File: src/verilog/ramp_pkg.sv
// constants, types and register map of the motor voltage ramp controller
package ramp_pkg;
  // ****************************************
  // timing
  // ****************************************
  localparam int unsigned CLK_HZ = 125_000_000;
  localparam int unsigned DS_MS = 100; // ramp settings count in tenths of a second
  localparam int unsigned CYC_PER_DS = CLK_HZ / 1000 * DS_MS;
  localparam int unsigned CFG_WIN_MS = 2000;
  localparam int unsigned CFG_WIN_CYC = CLK_HZ / 1000 * CFG_WIN_MS;
  localparam int unsigned FLASH_MS = 1000;
  localparam int unsigned FLASH_CYC = CLK_HZ / 1000 * FLASH_MS;
  localparam int unsigned FLASH_HZ = 8;
  localparam int unsigned FLASH_HALF_CYC = CLK_HZ / (2 * FLASH_HZ);
  // ****************************************
  // voltage and time scales
  // ****************************************
  localparam int VW = 14;
  localparam int TW = 9;
  localparam logic [13:0] V_FULL = 14'h3fff; // 100 % of mains_line_voltage
  localparam logic [13:0] V_MIN = 14'h1333; // 30 %
  localparam logic [8:0] T_RISE_MIN = 9'h00a; // 1 s
  localparam logic [8:0] T_MAX = 9'h12c; // 30 s
  localparam logic [13:0] RST_USTART = 14'h1333; // raw 4915
  localparam logic [8:0] RST_TRISE = 9'h032; // raw 50
  localparam logic [8:0] RST_TFALL = 9'h000;
  // parameter_number of each fieldbus setting
  localparam int PARAMETER_NUMBER_USTART = 11;
  localparam int PARAMETER_NUMBER_TRISE = 111;
  localparam int PARAMETER_NUMBER_TFALL = 114;
  // ****************************************
  // register map
  // ****************************************
  localparam logic [7:0] A_CTRL = 8'h00;
  localparam logic [7:0] A_CMD = 8'h04;
  localparam logic [7:0] A_PAR_USTART = 8'h08;
  localparam logic [7:0] A_PAR_TRISE = 8'h0c;
  localparam logic [7:0] A_PAR_TFALL = 8'h10;
  localparam logic [7:0] A_STATUS = 8'h14;
  localparam logic [7:0] A_SETPOINT = 8'h18;
  localparam logic [7:0] A_IRQ_STAT = 8'h1c;
  localparam logic [7:0] A_IRQ_CLR = 8'h20;
  localparam logic [7:0] A_IRQ_EN = 8'h24;
  localparam int IRQ_W = 3;
  localparam int IRQ_UP = 0; // rise done
  localparam int IRQ_OFF = 1; // output switched off
  localparam int IRQ_CFG = 2; // configuration failed
  // ****************************************
  // types
  // ****************************************
  typedef enum logic [1:0] {ST_OFF, ST_RISE, ST_FULL, ST_FALL} ramp_state_t;
  typedef struct packed {
    logic [13:0] ustart;
    logic [8:0] trise;
    logic [8:0] tfall;
  } ramp_set_t;
endpackage : ramp_pkg

File: src/verilog/ramp_stepper.sv
// timebase that paces ramp steps so a full span takes the selected time
module ramp_stepper (
  input wire logic clock, // system clock
  input wire logic resetn, // sync reset, active low
  input wire logic active, // a ramp is running
  input wire logic restart, // clear phase at ramp start
  input wire logic [13:0] span, // lsb steps in a full ramp
  input wire logic [31:0] total, // clock cycles of a full ramp
  output logic step // one lsb step due
);
  typedef struct packed {
    logic [31:0] err;
    logic step;
  } stp_t;
  stp_t q, n;
  logic [32:0] sum;
  // ****************************************
  // error accumulator: one step per total/span cycles
  // ****************************************
  always_comb begin
    n = q;
    n.step = 1'b0;
    sum = {1'b0, q.err} + {19'h0, span};
    if (!active || restart) begin
      n.err = 32'h0;
    end else if (sum >= {1'b0, total}) begin
      n.err = 32'(sum - {1'b0, total}); // see [RQ17]
      n.step = 1'b1;
    end else begin
      n.err = sum[31:0];
    end
  end
  always_ff @(posedge clock) begin
    if (!resetn) begin
      q <= '0;
    end else begin
      q <= n;
    end
  end
  assign step = q.step;
endmodule : ramp_stepper

File: src/verilog/config_watch.sv
// power-up configuration window watcher with failure flash
module config_watch #(
  parameter int unsigned WIN_CYC = ramp_pkg::CFG_WIN_CYC,
  parameter int unsigned FL_CYC = ramp_pkg::FLASH_CYC,
  parameter int unsigned HALF_CYC = ramp_pkg::FLASH_HALF_CYC
) (
  input wire logic clock, // system clock
  input wire logic resetn, // sync reset, active low
  input wire logic u_max, // start voltage knob at max
  input wire logic u_min, // start voltage knob at min
  input wire logic t_max, // rise time knob at max
  input wire logic t_min, // rise time knob at min
  output logic fail, // one-cycle failure event
  output logic flash // both indicators lit
);
  typedef enum {CW_ARM, CW_WIN, CW_FLASH, CW_DONE} cw_state_t;
  typedef struct packed {
    cw_state_t st;
    logic [31:0] cnt;
    logic [31:0] half;
    logic [1:0] su;
    logic [1:0] stt;
    logic fail;
    logic led;
  } cw_t;
  cw_t q, n;
  logic bad;
  // move sequence per knob: 0 at max, 1 left max, 2 reached min, 3 back at max
  function automatic logic [1:0] seq(input logic [1:0] s, input logic mx, input logic mn);
    logic [1:0] r;
    r = s;
    if (s == 2'h0 && !mx) r = 2'h1;
    else if (s == 2'h1 && mn) r = 2'h2;
    else if (s == 2'h2 && mx) r = 2'h3;
    return r;
  endfunction : seq
  always_comb begin
    n = q;
    n.fail = 1'b0;
    n.cnt = q.cnt + 32'h1;
    bad = 1'b0;
    unique case (q.st)
      CW_ARM: begin
        n.cnt = 32'h0;
        n.st = (u_max && t_max) ? CW_WIN : CW_DONE;
      end
      CW_WIN: begin
        n.su = seq(q.su, u_max, u_min);
        n.stt = seq(q.stt, t_max, t_min);
        bad = (n.su == 2'h1 || n.su == 2'h2) && (n.stt == 2'h1 || n.stt == 2'h2); // see [RQ14]
        if (q.cnt >= WIN_CYC - 1) begin
          bad = bad || n.su[0] ^ n.su[1] || n.stt[0] ^ n.stt[1]; // see [RQ13]
          n.st = CW_DONE;
        end
        if (bad) begin
          n.st = CW_FLASH;
          n.fail = 1'b1;
          n.cnt = 32'h0;
          n.half = 32'h0;
          n.led = 1'b1;
        end
      end
      CW_FLASH: begin
        n.half = q.half + 32'h1;
        if (q.half >= HALF_CYC - 1) begin
          n.half = 32'h0;
          n.led = !q.led; // see [RQ12]
        end
        if (q.cnt >= FL_CYC - 1) begin
          n.st = CW_DONE;
          n.led = 1'b0;
        end
      end
      CW_DONE: begin
        n.cnt = q.cnt;
      end
    endcase
  end
  always_ff @(posedge clock) begin
    if (!resetn) begin
      q <= '{st: CW_ARM, default: '0};
    end else begin
      q <= n;
    end
  end
  assign fail = q.fail;
  assign flash = q.led;
  a_cfg_flash_on: assert property (@(posedge clock) disable iff (!resetn)
    q.fail |-> q.led && q.st == CW_FLASH) else $error("no flash after config fail"); // see [RQ12]
endmodule : config_watch

File: src/verilog/motor_voltage_ramp_control.sv
// soft start voltage ramp controller with register port and interrupt
// Operation
// [RQ1] start voltage 30-100 %, default 30 %
// [RQ2] linear rise to 100 % in 1-30 s
// [RQ3] linear fall to start level in 0-30 s
// [RQ4] run command falling edge starts fall
// [RQ5] at start level, output switches off
// [RQ6] zero fall time switches off at once
// [RQ7] large units: enable low cuts output
// [RQ8] run during fall restarts rise from present
// [RQ9] partner keeps enable steady without fieldbus
// [RQ10] fieldbus stop, ramped or immediate
// [RQ11] fieldbus parameters replace knob settings
// [RQ12] failed configuration flashes both indicators 1 s
// [RQ13] configuration not finished in 2 s fails
// [RQ14] simultaneous voltage and time moves fail
// [RQ15] run command rising edge starts rise
// [RQ16] partner raises enable before run
// [RQ17] setpoint stepped by fixed timebase, exact time
// [RQ18] hold 100 % until stopped
module motor_voltage_ramp_control #(
  parameter bit LARGE_UNIT = 1'b1, // unit rated 41 A and above
  parameter bit FIELDBUS = 1'b1, // unit has the fieldbus
  parameter int unsigned CYC_DS = ramp_pkg::CYC_PER_DS,
  parameter int unsigned WIN_CYC = ramp_pkg::CFG_WIN_CYC,
  parameter int unsigned FL_CYC = ramp_pkg::FLASH_CYC,
  parameter int unsigned HALF_CYC = ramp_pkg::FLASH_HALF_CYC
) (
  input wire logic clock, // system clock, 125 MHz
  input wire logic resetn, // sync reset, active low
  input wire logic run_command_input, // run pin, async
  input wire logic enable_in, // enable pin, async
  input wire logic [13:0] pot_ustart, // start voltage knob
  input wire logic [8:0] pot_trise, // rise time knob, 0.1 s
  input wire logic [8:0] pot_tfall, // fall time knob, 0.1 s
  input wire logic [7:0] addr, // register byte address
  input wire logic [31:0] wdata, // write data
  input wire logic wr, // write strobe
  input wire logic rd, // read strobe
  output logic [31:0] rdata, // read data, cycle after rd
  output logic [13:0] voltage_setpoint, // output voltage, full scale 100 %
  output logic output_on, // power stage enabled
  output logic irq, // interrupt, level
  output logic led_green, // green indicator
  output logic led_red // red indicator
);
  typedef struct packed {
    logic [1:0] run_m;
    logic run_p;
    logic [1:0] en_m;
    ramp_pkg::ramp_state_t st;
    logic [13:0] sp;
    logic on;
    logic use_fb;
    ramp_pkg::ramp_set_t par;
    logic [2:0] irq_st;
    logic [2:0] irq_en;
    logic irq;
    logic [31:0] rdata;
    logic led;
  } ctl_t;
  ctl_t q, n;
  ramp_pkg::ramp_set_t cur;
  logic run_s, en_s, run_rise, run_fall, cut, stop_ramp, stop_now;
  logic step, cfg_fail, flash;
  logic [2:0] ev, clr;
  logic [13:0] span;
  logic [31:0] total;
  // ****************************************
  // setting selection and clamping
  // ****************************************
  always_comb begin
    cur = (FIELDBUS && q.use_fb) ? q.par : '{pot_ustart, pot_trise, pot_tfall}; // see [RQ11]
    if (cur.ustart < ramp_pkg::V_MIN) cur.ustart = ramp_pkg::V_MIN; // see [RQ1]
    if (cur.trise < ramp_pkg::T_RISE_MIN) cur.trise = ramp_pkg::T_RISE_MIN; // see [RQ2]
    if (cur.trise > ramp_pkg::T_MAX) cur.trise = ramp_pkg::T_MAX;
    if (cur.tfall > ramp_pkg::T_MAX) cur.tfall = ramp_pkg::T_MAX; // see [RQ3]
  end
  assign run_s = q.run_m[1];
  assign en_s = q.en_m[1];
  assign run_rise = run_s && !q.run_p;
  assign run_fall = !run_s && q.run_p;
  assign stop_ramp = FIELDBUS && wr && addr == ramp_pkg::A_CMD && wdata[0];
  assign stop_now = FIELDBUS && wr && addr == ramp_pkg::A_CMD && wdata[1];
  // enable is only honoured on large units; partner holds it steady otherwise
  assign cut = (LARGE_UNIT && !en_s) || stop_now; // see [RQ7] [RQ9]
  assign clr = (wr && addr == ramp_pkg::A_IRQ_CLR) ? wdata[2:0] : 3'h0;
  assign span = ramp_pkg::V_FULL - cur.ustart;
  assign total = 32'(32'(q.st == ramp_pkg::ST_FALL ? cur.tfall : cur.trise) * CYC_DS);
  // ****************************************
  // ramp timebase and configuration watcher
  // ****************************************
  ramp_stepper u_stepper (
    .clock(clock),
    .resetn(resetn),
    .active(q.st == ramp_pkg::ST_RISE || q.st == ramp_pkg::ST_FALL),
    .restart(n.st != q.st),
    .span(span),
    .total(total),
    .step(step)
  );
  config_watch #(
    .WIN_CYC(WIN_CYC),
    .FL_CYC(FL_CYC),
    .HALF_CYC(HALF_CYC)
  ) u_cfg (
    .clock(clock),
    .resetn(resetn),
    .u_max(pot_ustart >= ramp_pkg::V_FULL),
    .u_min(pot_ustart <= ramp_pkg::V_MIN),
    .t_max(pot_trise >= ramp_pkg::T_MAX),
    .t_min(pot_trise <= ramp_pkg::T_RISE_MIN),
    .fail(cfg_fail),
    .flash(flash)
  );
  // ****************************************
  // next state
  // ****************************************
  always_comb begin
    n = q;
    ev = 3'h0;
    n.run_m = {q.run_m[0], run_command_input};
    n.run_p = run_s;
    n.en_m = {q.en_m[0], enable_in};
    n.led = flash;
    if (wr) begin
      unique case (addr)
        ramp_pkg::A_CTRL: n.use_fb = wdata[0];
        ramp_pkg::A_PAR_USTART: n.par.ustart = wdata[13:0];
        ramp_pkg::A_PAR_TRISE: n.par.trise = wdata[8:0];
        ramp_pkg::A_PAR_TFALL: n.par.tfall = wdata[8:0];
        ramp_pkg::A_IRQ_EN: n.irq_en = wdata[2:0];
        default: ;
      endcase
    end
    unique case (q.st)
      ramp_pkg::ST_OFF: begin
        if (run_rise && !cut) begin
          n.st = ramp_pkg::ST_RISE; // see [RQ15] [RQ16]
          n.sp = cur.ustart; // see [RQ1]
          n.on = 1'b1;
        end
      end
      ramp_pkg::ST_RISE: begin
        if (cut || ((run_fall || stop_ramp) && cur.tfall == 9'h0)) begin
          n.st = ramp_pkg::ST_OFF; // see [RQ6] [RQ7] [RQ10]
        end else if (run_fall || stop_ramp) begin
          n.st = ramp_pkg::ST_FALL; // see [RQ4] [RQ10]
        end else if (q.sp >= ramp_pkg::V_FULL) begin
          n.st = ramp_pkg::ST_FULL;
          ev[ramp_pkg::IRQ_UP] = 1'b1;
        end else if (step) begin
          n.sp = q.sp + 14'h1; // see [RQ2] [RQ17]
        end
      end
      ramp_pkg::ST_FULL: begin
        if (cut || ((run_fall || stop_ramp) && cur.tfall == 9'h0)) begin
          n.st = ramp_pkg::ST_OFF; // see [RQ6]
        end else if (run_fall || stop_ramp) begin
          n.st = ramp_pkg::ST_FALL; // see [RQ4]
        end else begin
          n.sp = ramp_pkg::V_FULL; // see [RQ18]
        end
      end
      ramp_pkg::ST_FALL: begin
        if (cut) begin
          n.st = ramp_pkg::ST_OFF;
        end else if (run_rise && !stop_ramp) begin
          n.st = ramp_pkg::ST_RISE; // see [RQ8]
        end else if (q.sp <= cur.ustart) begin
          n.st = ramp_pkg::ST_OFF; // see [RQ5]
        end else if (step) begin
          n.sp = q.sp - 14'h1; // see [RQ3] [RQ17]
        end
      end
    endcase
    if (n.st == ramp_pkg::ST_OFF) begin
      n.sp = 14'h0;
      n.on = 1'b0;
      ev[ramp_pkg::IRQ_OFF] = q.on;
    end
    ev[ramp_pkg::IRQ_CFG] = cfg_fail;
    // a new event wins over a clear in the same cycle
    n.irq_st = (q.irq_st & ~clr) | ev;
    n.irq = |(n.irq_st & n.irq_en);
    n.rdata = 32'h0;
    if (rd) begin
      unique case (addr)
        ramp_pkg::A_CTRL: n.rdata = {31'h0, q.use_fb};
        ramp_pkg::A_PAR_USTART: n.rdata = {18'h0, q.par.ustart};
        ramp_pkg::A_PAR_TRISE: n.rdata = {23'h0, q.par.trise};
        ramp_pkg::A_PAR_TFALL: n.rdata = {23'h0, q.par.tfall};
        ramp_pkg::A_STATUS: n.rdata = {26'h0, q.led, en_s, run_s, q.on, q.st};
        ramp_pkg::A_SETPOINT: n.rdata = {18'h0, q.sp};
        ramp_pkg::A_IRQ_STAT: n.rdata = {29'h0, q.irq_st};
        ramp_pkg::A_IRQ_EN: n.rdata = {29'h0, q.irq_en};
        default: n.rdata = 32'h0;
      endcase
    end
  end
  always_ff @(posedge clock) begin
    if (!resetn) begin
      q <= '{st: ramp_pkg::ST_OFF,
             par: '{ramp_pkg::RST_USTART, ramp_pkg::RST_TRISE, ramp_pkg::RST_TFALL},
             default: '0};
    end else begin
      q <= n;
    end
  end
  assign rdata = q.rdata;
  assign voltage_setpoint = q.sp;
  assign output_on = q.on;
  assign irq = q.irq;
  assign led_green = q.led;
  assign led_red = q.led;
  // ****************************************
  // checks
  // ****************************************
  a_rise_start_level: assert property (@(posedge clock) disable iff (!resetn) // see [RQ1]
    q.st == ramp_pkg::ST_OFF && run_rise && !cut |=> q.sp == $past(cur.ustart) && q.on)
    else $error("rise does not begin at start level");
  a_rise_monotonic: assert property (@(posedge clock) disable iff (!resetn) // see [RQ2]
    q.st == ramp_pkg::ST_RISE && n.st == ramp_pkg::ST_RISE |=> q.sp >= $past(q.sp))
    else $error("rising ramp went down");
  a_fall_monotonic: assert property (@(posedge clock) disable iff (!resetn) // see [RQ3]
    q.st == ramp_pkg::ST_FALL && n.st == ramp_pkg::ST_FALL |=> q.sp <= $past(q.sp))
    else $error("falling ramp went up");
  a_fall_on_drop: assert property (@(posedge clock) disable iff (!resetn) // see [RQ4]
    q.st == ramp_pkg::ST_FULL && run_fall && !cut && cur.tfall != 9'h0
    |=> q.st == ramp_pkg::ST_FALL) else $error("run removal did not start fall");
  a_off_at_floor: assert property (@(posedge clock) disable iff (!resetn) // see [RQ5]
    $fell(q.on) |-> q.sp == 14'h0 && q.st == ramp_pkg::ST_OFF)
    else $error("output off with voltage left");
  a_no_fall_zero: assert property (@(posedge clock) disable iff (!resetn) // see [RQ6]
    q.st != ramp_pkg::ST_OFF && run_fall && cur.tfall == 9'h0 && !run_rise
    |=> !q.on) else $error("zero fall time did not cut output");
  a_enable_cut: assert property (@(posedge clock) disable iff (!resetn) // see [RQ7]
    LARGE_UNIT && !en_s |=> !q.on) else $error("enable low left output on");
  a_abort_fall: assert property (@(posedge clock) disable iff (!resetn) // see [RQ8]
    q.st == ramp_pkg::ST_FALL && run_rise && !cut && !stop_ramp
    |=> q.st == ramp_pkg::ST_RISE && q.sp == $past(q.sp)) else $error("fall not aborted");
  a_bus_stop_now: assert property (@(posedge clock) disable iff (!resetn) // see [RQ10]
    stop_now |=> !q.on ##1 !q.on) else $error("fieldbus stop ignored");
  a_hold_full: assert property (@(posedge clock) disable iff (!resetn) // see [RQ18]
    q.st == ramp_pkg::ST_FULL |-> q.sp == ramp_pkg::V_FULL && q.on)
    else $error("full level not held");
endmodule : motor_voltage_ramp_control

File: config.mk
export PLATFORM = sky130hd
export DESIGN_NAME = motor_voltage_ramp_control
export DESIGN_NICKNAME = d
export VERILOG_FILES = /design/src/verilog/ramp_pkg.sv /design/src/verilog/ramp_stepper.sv /design/src/verilog/config_watch.sv /design/src/verilog/motor_voltage_ramp_control.sv
export SDC_FILE = /design/constraint.sdc
export NUM_CORES = 1
export LEC_CHECK = 0
export ABC_AREA = 1
export BUFFER_PORTS_ARGS = -buffer_cell sky130_fd_sc_hd__buf_2
export CAP_MARGIN = 10
export CORE_MARGIN = 10
export CORE_UTILIZATION = 46
export CTS_CLUSTER_SIZE = 30
export DETAILED_ROUTE_END_ITERATION = 8
export PLACE_DENSITY_LB_ADDON = 0.1
export SYNTH_ARGS = -nofsm -noshare
export SYNTH_HDL_FRONTEND = slang
export SYNTH_SLANG_ARGS = --single-unit
File: constraint.sdc
create_clock -name clock -period 24.3 [get_ports clock]
set_input_delay 4.86 -clock clock [delete_from_list [all_inputs] [get_ports clock]]
set_output_delay 4.86 -clock clock [all_outputs]
set_load 0.01 [all_outputs]
# Yosys cells after proc, flatten, opt, wreduce, memory -nomap -nowiden
# Cells that the tools add are included.
totals:
  out_inout_bits: 50
  input_bits: 78
  elab_cells: 209
  ff_bits: 230
classes:
  mux: 59
  n_reduce_logical: 58
  multipliers: 1
  order_cmp: 14
  n_bitwise: 7
  add_sub_neg: 7
  eq_ne: 39
ops:
  columns: ["op", "count"]
  rows:
  - ["$pmux 32 s3", 2]
  - ["$mux 32", 5]
  - ["$mux 14", 11]
  - ["$pmux 14 s8", 1]
  - ["$mux 96", 1]
  - ["$add 32x1->32 const B", 2]
  - ["$eq 32x2->1 const B", 2]
  - ["$pmux 16 s4", 1]
  - ["$pmux 32 s2", 1]
  - ["$mux 2", 18]
  - ["$mux 9", 4]
  - ["$add 32x14->33", 1]
  - ["$ge 33x32->1", 1]
  - ["$eq 32x1->1 const B", 1]
  - ["$eq 8x5->1 const B", 4]
  - ["$ge 32x23->1 const B", 1]
  - ["$ge 32x27->1 const B", 1]
  - ["$ge 32x28->1 const B", 1]
  - ["$logic_not 32->1", 1]
  - ["$sub 32x32->32", 1]
  - ["$ge 14x14->1 const B", 2]
  - ["$mul 9x19->27 const B", 1]
  - ["$gt 9x9->1 const B", 2]
  - ["$ne 2x2->1 const B", 9]
  - ["39 further kinds", 111]

# Logic depth before layout (Yosys ltp)
logic_depth:
  ltp_word: 15
  mapped_depth: 50
  mapped_depth_nobuf: 46

# Hierarchy
# From an unflattened synthesis, not the netlist that was laid out.
hier_totals:
  cells_unflattened: 2821
  hier_area_um2: 18012.3
by_module_without_submodules:
  columns: ["module", "area_each_um2", "seq_area_each_um2", "n_inst", "cells_per_inst"]
  rows:
  - ["motor_voltage_ramp_control", 8607.0, 1541.5, 1, 1245]
  - ["ramp_stepper", 4859.7, 660.6, 1, 860]
  - ["config_watch", 4545.6, 1441.4, 1, 716]

# Worst setup path before layout
# Ideal clock, no wire load.
synth_timing:
  path_kind: "input to register"
  startpoint: "in pot_trise[5]"
  endpoint: "reg u_stepper.q[30] (netlist bit)"
  setup_ns: 0.117
  path_buffers: 1
  t_required_ns: 24.183
  path_stages: 40
  arrival_time_ns: 11.306
  slack_ns: 12.876
  path_cell_list: "inv_1 o21ai_2 nor2_1 nand4_2 nand3_1 nand2_1 nand2_1 a21oi_1 o22ai_1 inv_1 fa_1 inv_1 fa_1 inv_1 fa_1 inv_1 fa_1 inv_1 (+4 left out) o211ai_1 a31oi_1 o21bai_1 nand3_1 nand3_1 nand2_1 ha_1 nand2_1 nor2_1 nand2_1 or2_2 nand3_1 nand2_1 nand3_2 buf_4 nor2_1 nor2_1 nor2_4"
synth_between:
  elab_chain_len: 9
  elab_cells_between_ends: 10
  classes_between: "1 x add/sub; 1 x mul; 3 x order compare; 5 x mux"
synth_rtl:
  columns: ["item", "line_no", "rtl"]
  rows:
  - ["from (decl)", "motor_voltage_ramp_control.sv:34", "input wire logic [8:0] pot_trise,"]
  - ["$mux 32 (*)", "motor_voltage_ramp_control.sv:73", "cur = (FIELDBUS && q.use_fb) ? q.par : '{pot_ustart, pot_trise, pot_tfall};"]
  - ["$lt 9x4->1", "motor_voltage_ramp_control.sv:75", "if (cur.trise < ramp_pkg::T_RISE_MIN) cur.trise = ramp_pkg::T_RISE_MIN;"]
  - ["$mux 9 (*)", "motor_voltage_ramp_control.sv:75", null]
  - ["$gt 9x9->1", "motor_voltage_ramp_control.sv:76", "if (cur.trise > ramp_pkg::T_MAX) cur.trise = ramp_pkg::T_MAX;"]
  - ["$mux 9 (*)", "motor_voltage_ramp_control.sv:76", null]
  - ["$mux 9 (*)", "motor_voltage_ramp_control.sv:89", "assign total = 32'(32'(q.st == ramp_pkg::ST_FALL ? cur.tfall : cur.trise) * CYC_DS);"]
  - ["$mul 9x19->27 (*)", "motor_voltage_ramp_control.sv:89", null]
  - ["$sub 32x32->32 / $ge 33x32->1 (equally long branches)", "ramp_stepper.sv:27, ramp_stepper.sv:26", null]
  - ["$mux 32 (*)", "ramp_stepper.sv:26", "end else if (sum >= {1'b0, total}) begin"]
  - ["to (signal assigned)", "ramp_stepper.sv:37", "q <= n;"]
  - ["to (decl)", "ramp_stepper.sv:15", "stp_t q, n;"]
# Mark *: on every way between the ends. The rest lies on a longest branch, timed or not.
# A chain may end at the register's enable or synchronous reset.

# Final worst setup path
layout_timing:
  startpoint: "in pot_trise[6]"
  endpoint: "reg u_stepper.q[31] (netlist bit)"
# Same word-level chain as after synthesis.

==> flow_summary.ini <==
[outcome]
status = completed

[sta]
setup_ws_ns = 10.95
setup_violations = 0
grt_setup_unrepaired = false
fin_crit_ns = 13.35
worstMarginPinSlew_ns = 1.04
fin_hold_ws_ns = 0.427
final_max_slew_viol_count = 0
relSlewSlack_pct = 30.2
timing.fmax_mhz = 74.9
finalSetupTns_ns = 0
fin_crit_sh_pct = 54.9
final_hold_viol_count = 0
fin_skew_ns = 0.0192

[finish]
layout_common_cells = 540 x nand2_1, 395 x inv_1, 279 x nor2_1
nNetsFinal = 2849
layout-drive-gt1-share_pct = 8.22
diodes = 0
syn_to_final_growth_pct = 6.16
utilization_pct = 49.4
final_common_cell = nand2_1

[worst_hold_path]
hold_path.class = flip-flop to flip-flop

[logic_synthesis]
synth_cell_type_count = 63
ys_ff_latch = 182
ys_seq_area_share_pct = 21.4
ys_warn_count = 0
synth_area_um2 = 17000
synth_largest_area_cell = dfxtp_1
async_reset_ff_share_pct = 0
synth_edf_count = 0
netlist_instances = 2559
synth.area.top_cells = dfxtp_1 21%, nand2_1 12%, ha_1 9.6%
yosysTopAreaCellShare_pct = 21.4
synth_ff_type = dfxtp_1
syn-mean-instance-area_um2 = 6.64

[routing]
dr.pass1.iters = 6
via_count = 16300
drtAntennaViolNets = 0
drc = 0
viasPerCell = 5.30
drtIter0Drc = 1313
wire_per_inst_um = 16.3
wl_mm = 50.2

[floorplanning]
die_x_um = 212
initial_core_util_pct = 46.5
die-area_um2 = 45000
die_h_um = 212
rows = 70
ioPinCount = 128
core_um2 = 36500

[critical_path]
worst_ep_required_time_ns = 24.70
crit_path_start_kind = input port
critPathSlowestCell = nand3_2
cpMostUsedCell = nand2_1
critPathMaxFanout = 34
path_class = input port to flip-flop
cpPeakStageDelay_ns = 0.77
crit_arrival_ns = 13.74
endpoint_kind = flip-flop

[clocking]
cts_buffer_depth = 2
cts_inserted_buffers = 17
htreeDepth = 4
holdBufCountCts = 0
insertion_delay_ns = 0.46
cts_resized = 0
root_buffer = clkbuf_16
clock-sinks = 182
cts_tree = built
clk_pin_slew_ns = 0.08
post_cts_buffers = 0

[power]
internal_power_mw = 0.837
power_frac_seq_pct = 20.6
switching_share_pct = 50.4
combPwrFrac_pct = 61.8
clkPwrFrac_pct = 17.6
power.density_nw_per_um2 = 93.5
p_switching_mw = 0.850
leakagePower_nw = 8.43
total_power_mw = 1.69
peakVddDrop_mv = 0.136

[placed_design]
io_buffers = 91
hpwl_mm = 40.5
preCtsSetupSlack_ns = 10.65
place_congestion = 0.969

[global_routing]
grt_start_max_net_pins = 55
grt-ovfl-total = 0
grt_pass1_vias = 15400
grt_antenna_before_repair = 0
track_usage_pct = 22.5
grt_pass1_wl_mm = 81.5

[run]
drv_cap = 0
[sequential cells by signal, indices dropped and copies added (netlist names), 3 cells and up]
name / cells
voltage_setpoint: 14
q: 42
u_cfg.q: 70
n: 3
rdata: 14
u_stepper.q: 32
[stage by stage]
step                std cells  instance area [um^2]
global placement         3039                 17400
finish                   3070                 18000
floorplan                2576                 17100
detailed placement       3039                 17400
global route             3070                 18000
CTS                      3070                 18000
[power by group through the flow]
stage / Clock (mW) / Sequential (mW) / Combinational, mW
after floorplan: 0 / 0.347 / 0.791
after global placement: 0 / 0.353 / 1.03
after detailed placement: 0 / 0.353 / 1.04
after CTS: 0.304 / 0.347 / 1.05
after global routing: 0.315 / 0.351 / 1.20
final: 0.297 / 0.347 / 1.04
[final cells by class]
class / count / area (um^2)
Fill cell: 3830 / 18500
Sequential cell: 182 / 3640
Clock inverter: 14 / 169
Clock buffer: 17 / 425
Inverter: 407 / 1540
Multi-Input combinational cell: 1882 / 11200
Tap cell: 468 / 586
Timing Repair Buffer: 100 / 523
[synth_stat cells, drive strengths merged (2+ instances only)]
library cell / count
xnor2: 27
o22ai: 9
clkbuf: 26
fa: 51
nand2: 550
nand3: 118
nand3b: 5
nor2: 315
a221oi: 9
o21bai: 12
a21boi: 3
o21a: 8
xor2: 76
ha: 130
buf: 79
inv: 406
and2: 2
nand4: 72
nor3: 63
a21o: 9
or2: 8
a211oi: 6
a21oi: 179
a31oi: 6
o31ai: 4
o21ai: 171
dfxtp: 182
o211ai: 4
a22oi: 2
nor4: 16
[metal layers]
layer,vias up,GRT usage (%),wire length (um)
met2,448,36.8,22800
met4,0,5.13,835
met5,-,0,0
li1,8270,-,-
met3,52,3.98,3280
met1,7492,30.1,23300
[worst paths after layout]
kind | start | endpoint | slack [ns] | depth (start not counted)
worst max register to register | q[88] | u_stepper.q[31] | 14.40 | 32
worst min register to register | n[94] | n[92] | 0.43 | 2
worst max-delay path | pot_trise[6] | u_stepper.q[31] | 10.95 | 41
worst min-delay path | n[94] | n[92] | 0.43 | 2
[worst max-delay path, delay by kind of cell]
kind | cells | cell delay, ns
AND/OR/NAND/NOR | 24 | 4.16
adder cells (fa/ha/maj) | 6 | 3.08
buffers and inverters | 6 | 0.91
AO/OA/AOI/OAI | 5 | 0.72
[kinds of logic (layout without fill, tap and decap cells)]
group,Yosys count,in the layout,share of synthesized area (%)
AO/OA/AOI/OAI,426,426,13.9
multiplexers,1,1,0.0589
AND/OR/NAND/NOR,1153,1153,30.4
flip-flops,182,182,21.4
other,1,18,0.0221
XOR/XNOR,103,103,5.31
adder cells (fa/ha/maj),181,181,15.6
buffers and inverters,512,538,13.3
Note: power is estimated with default switching activity, not from simulation.
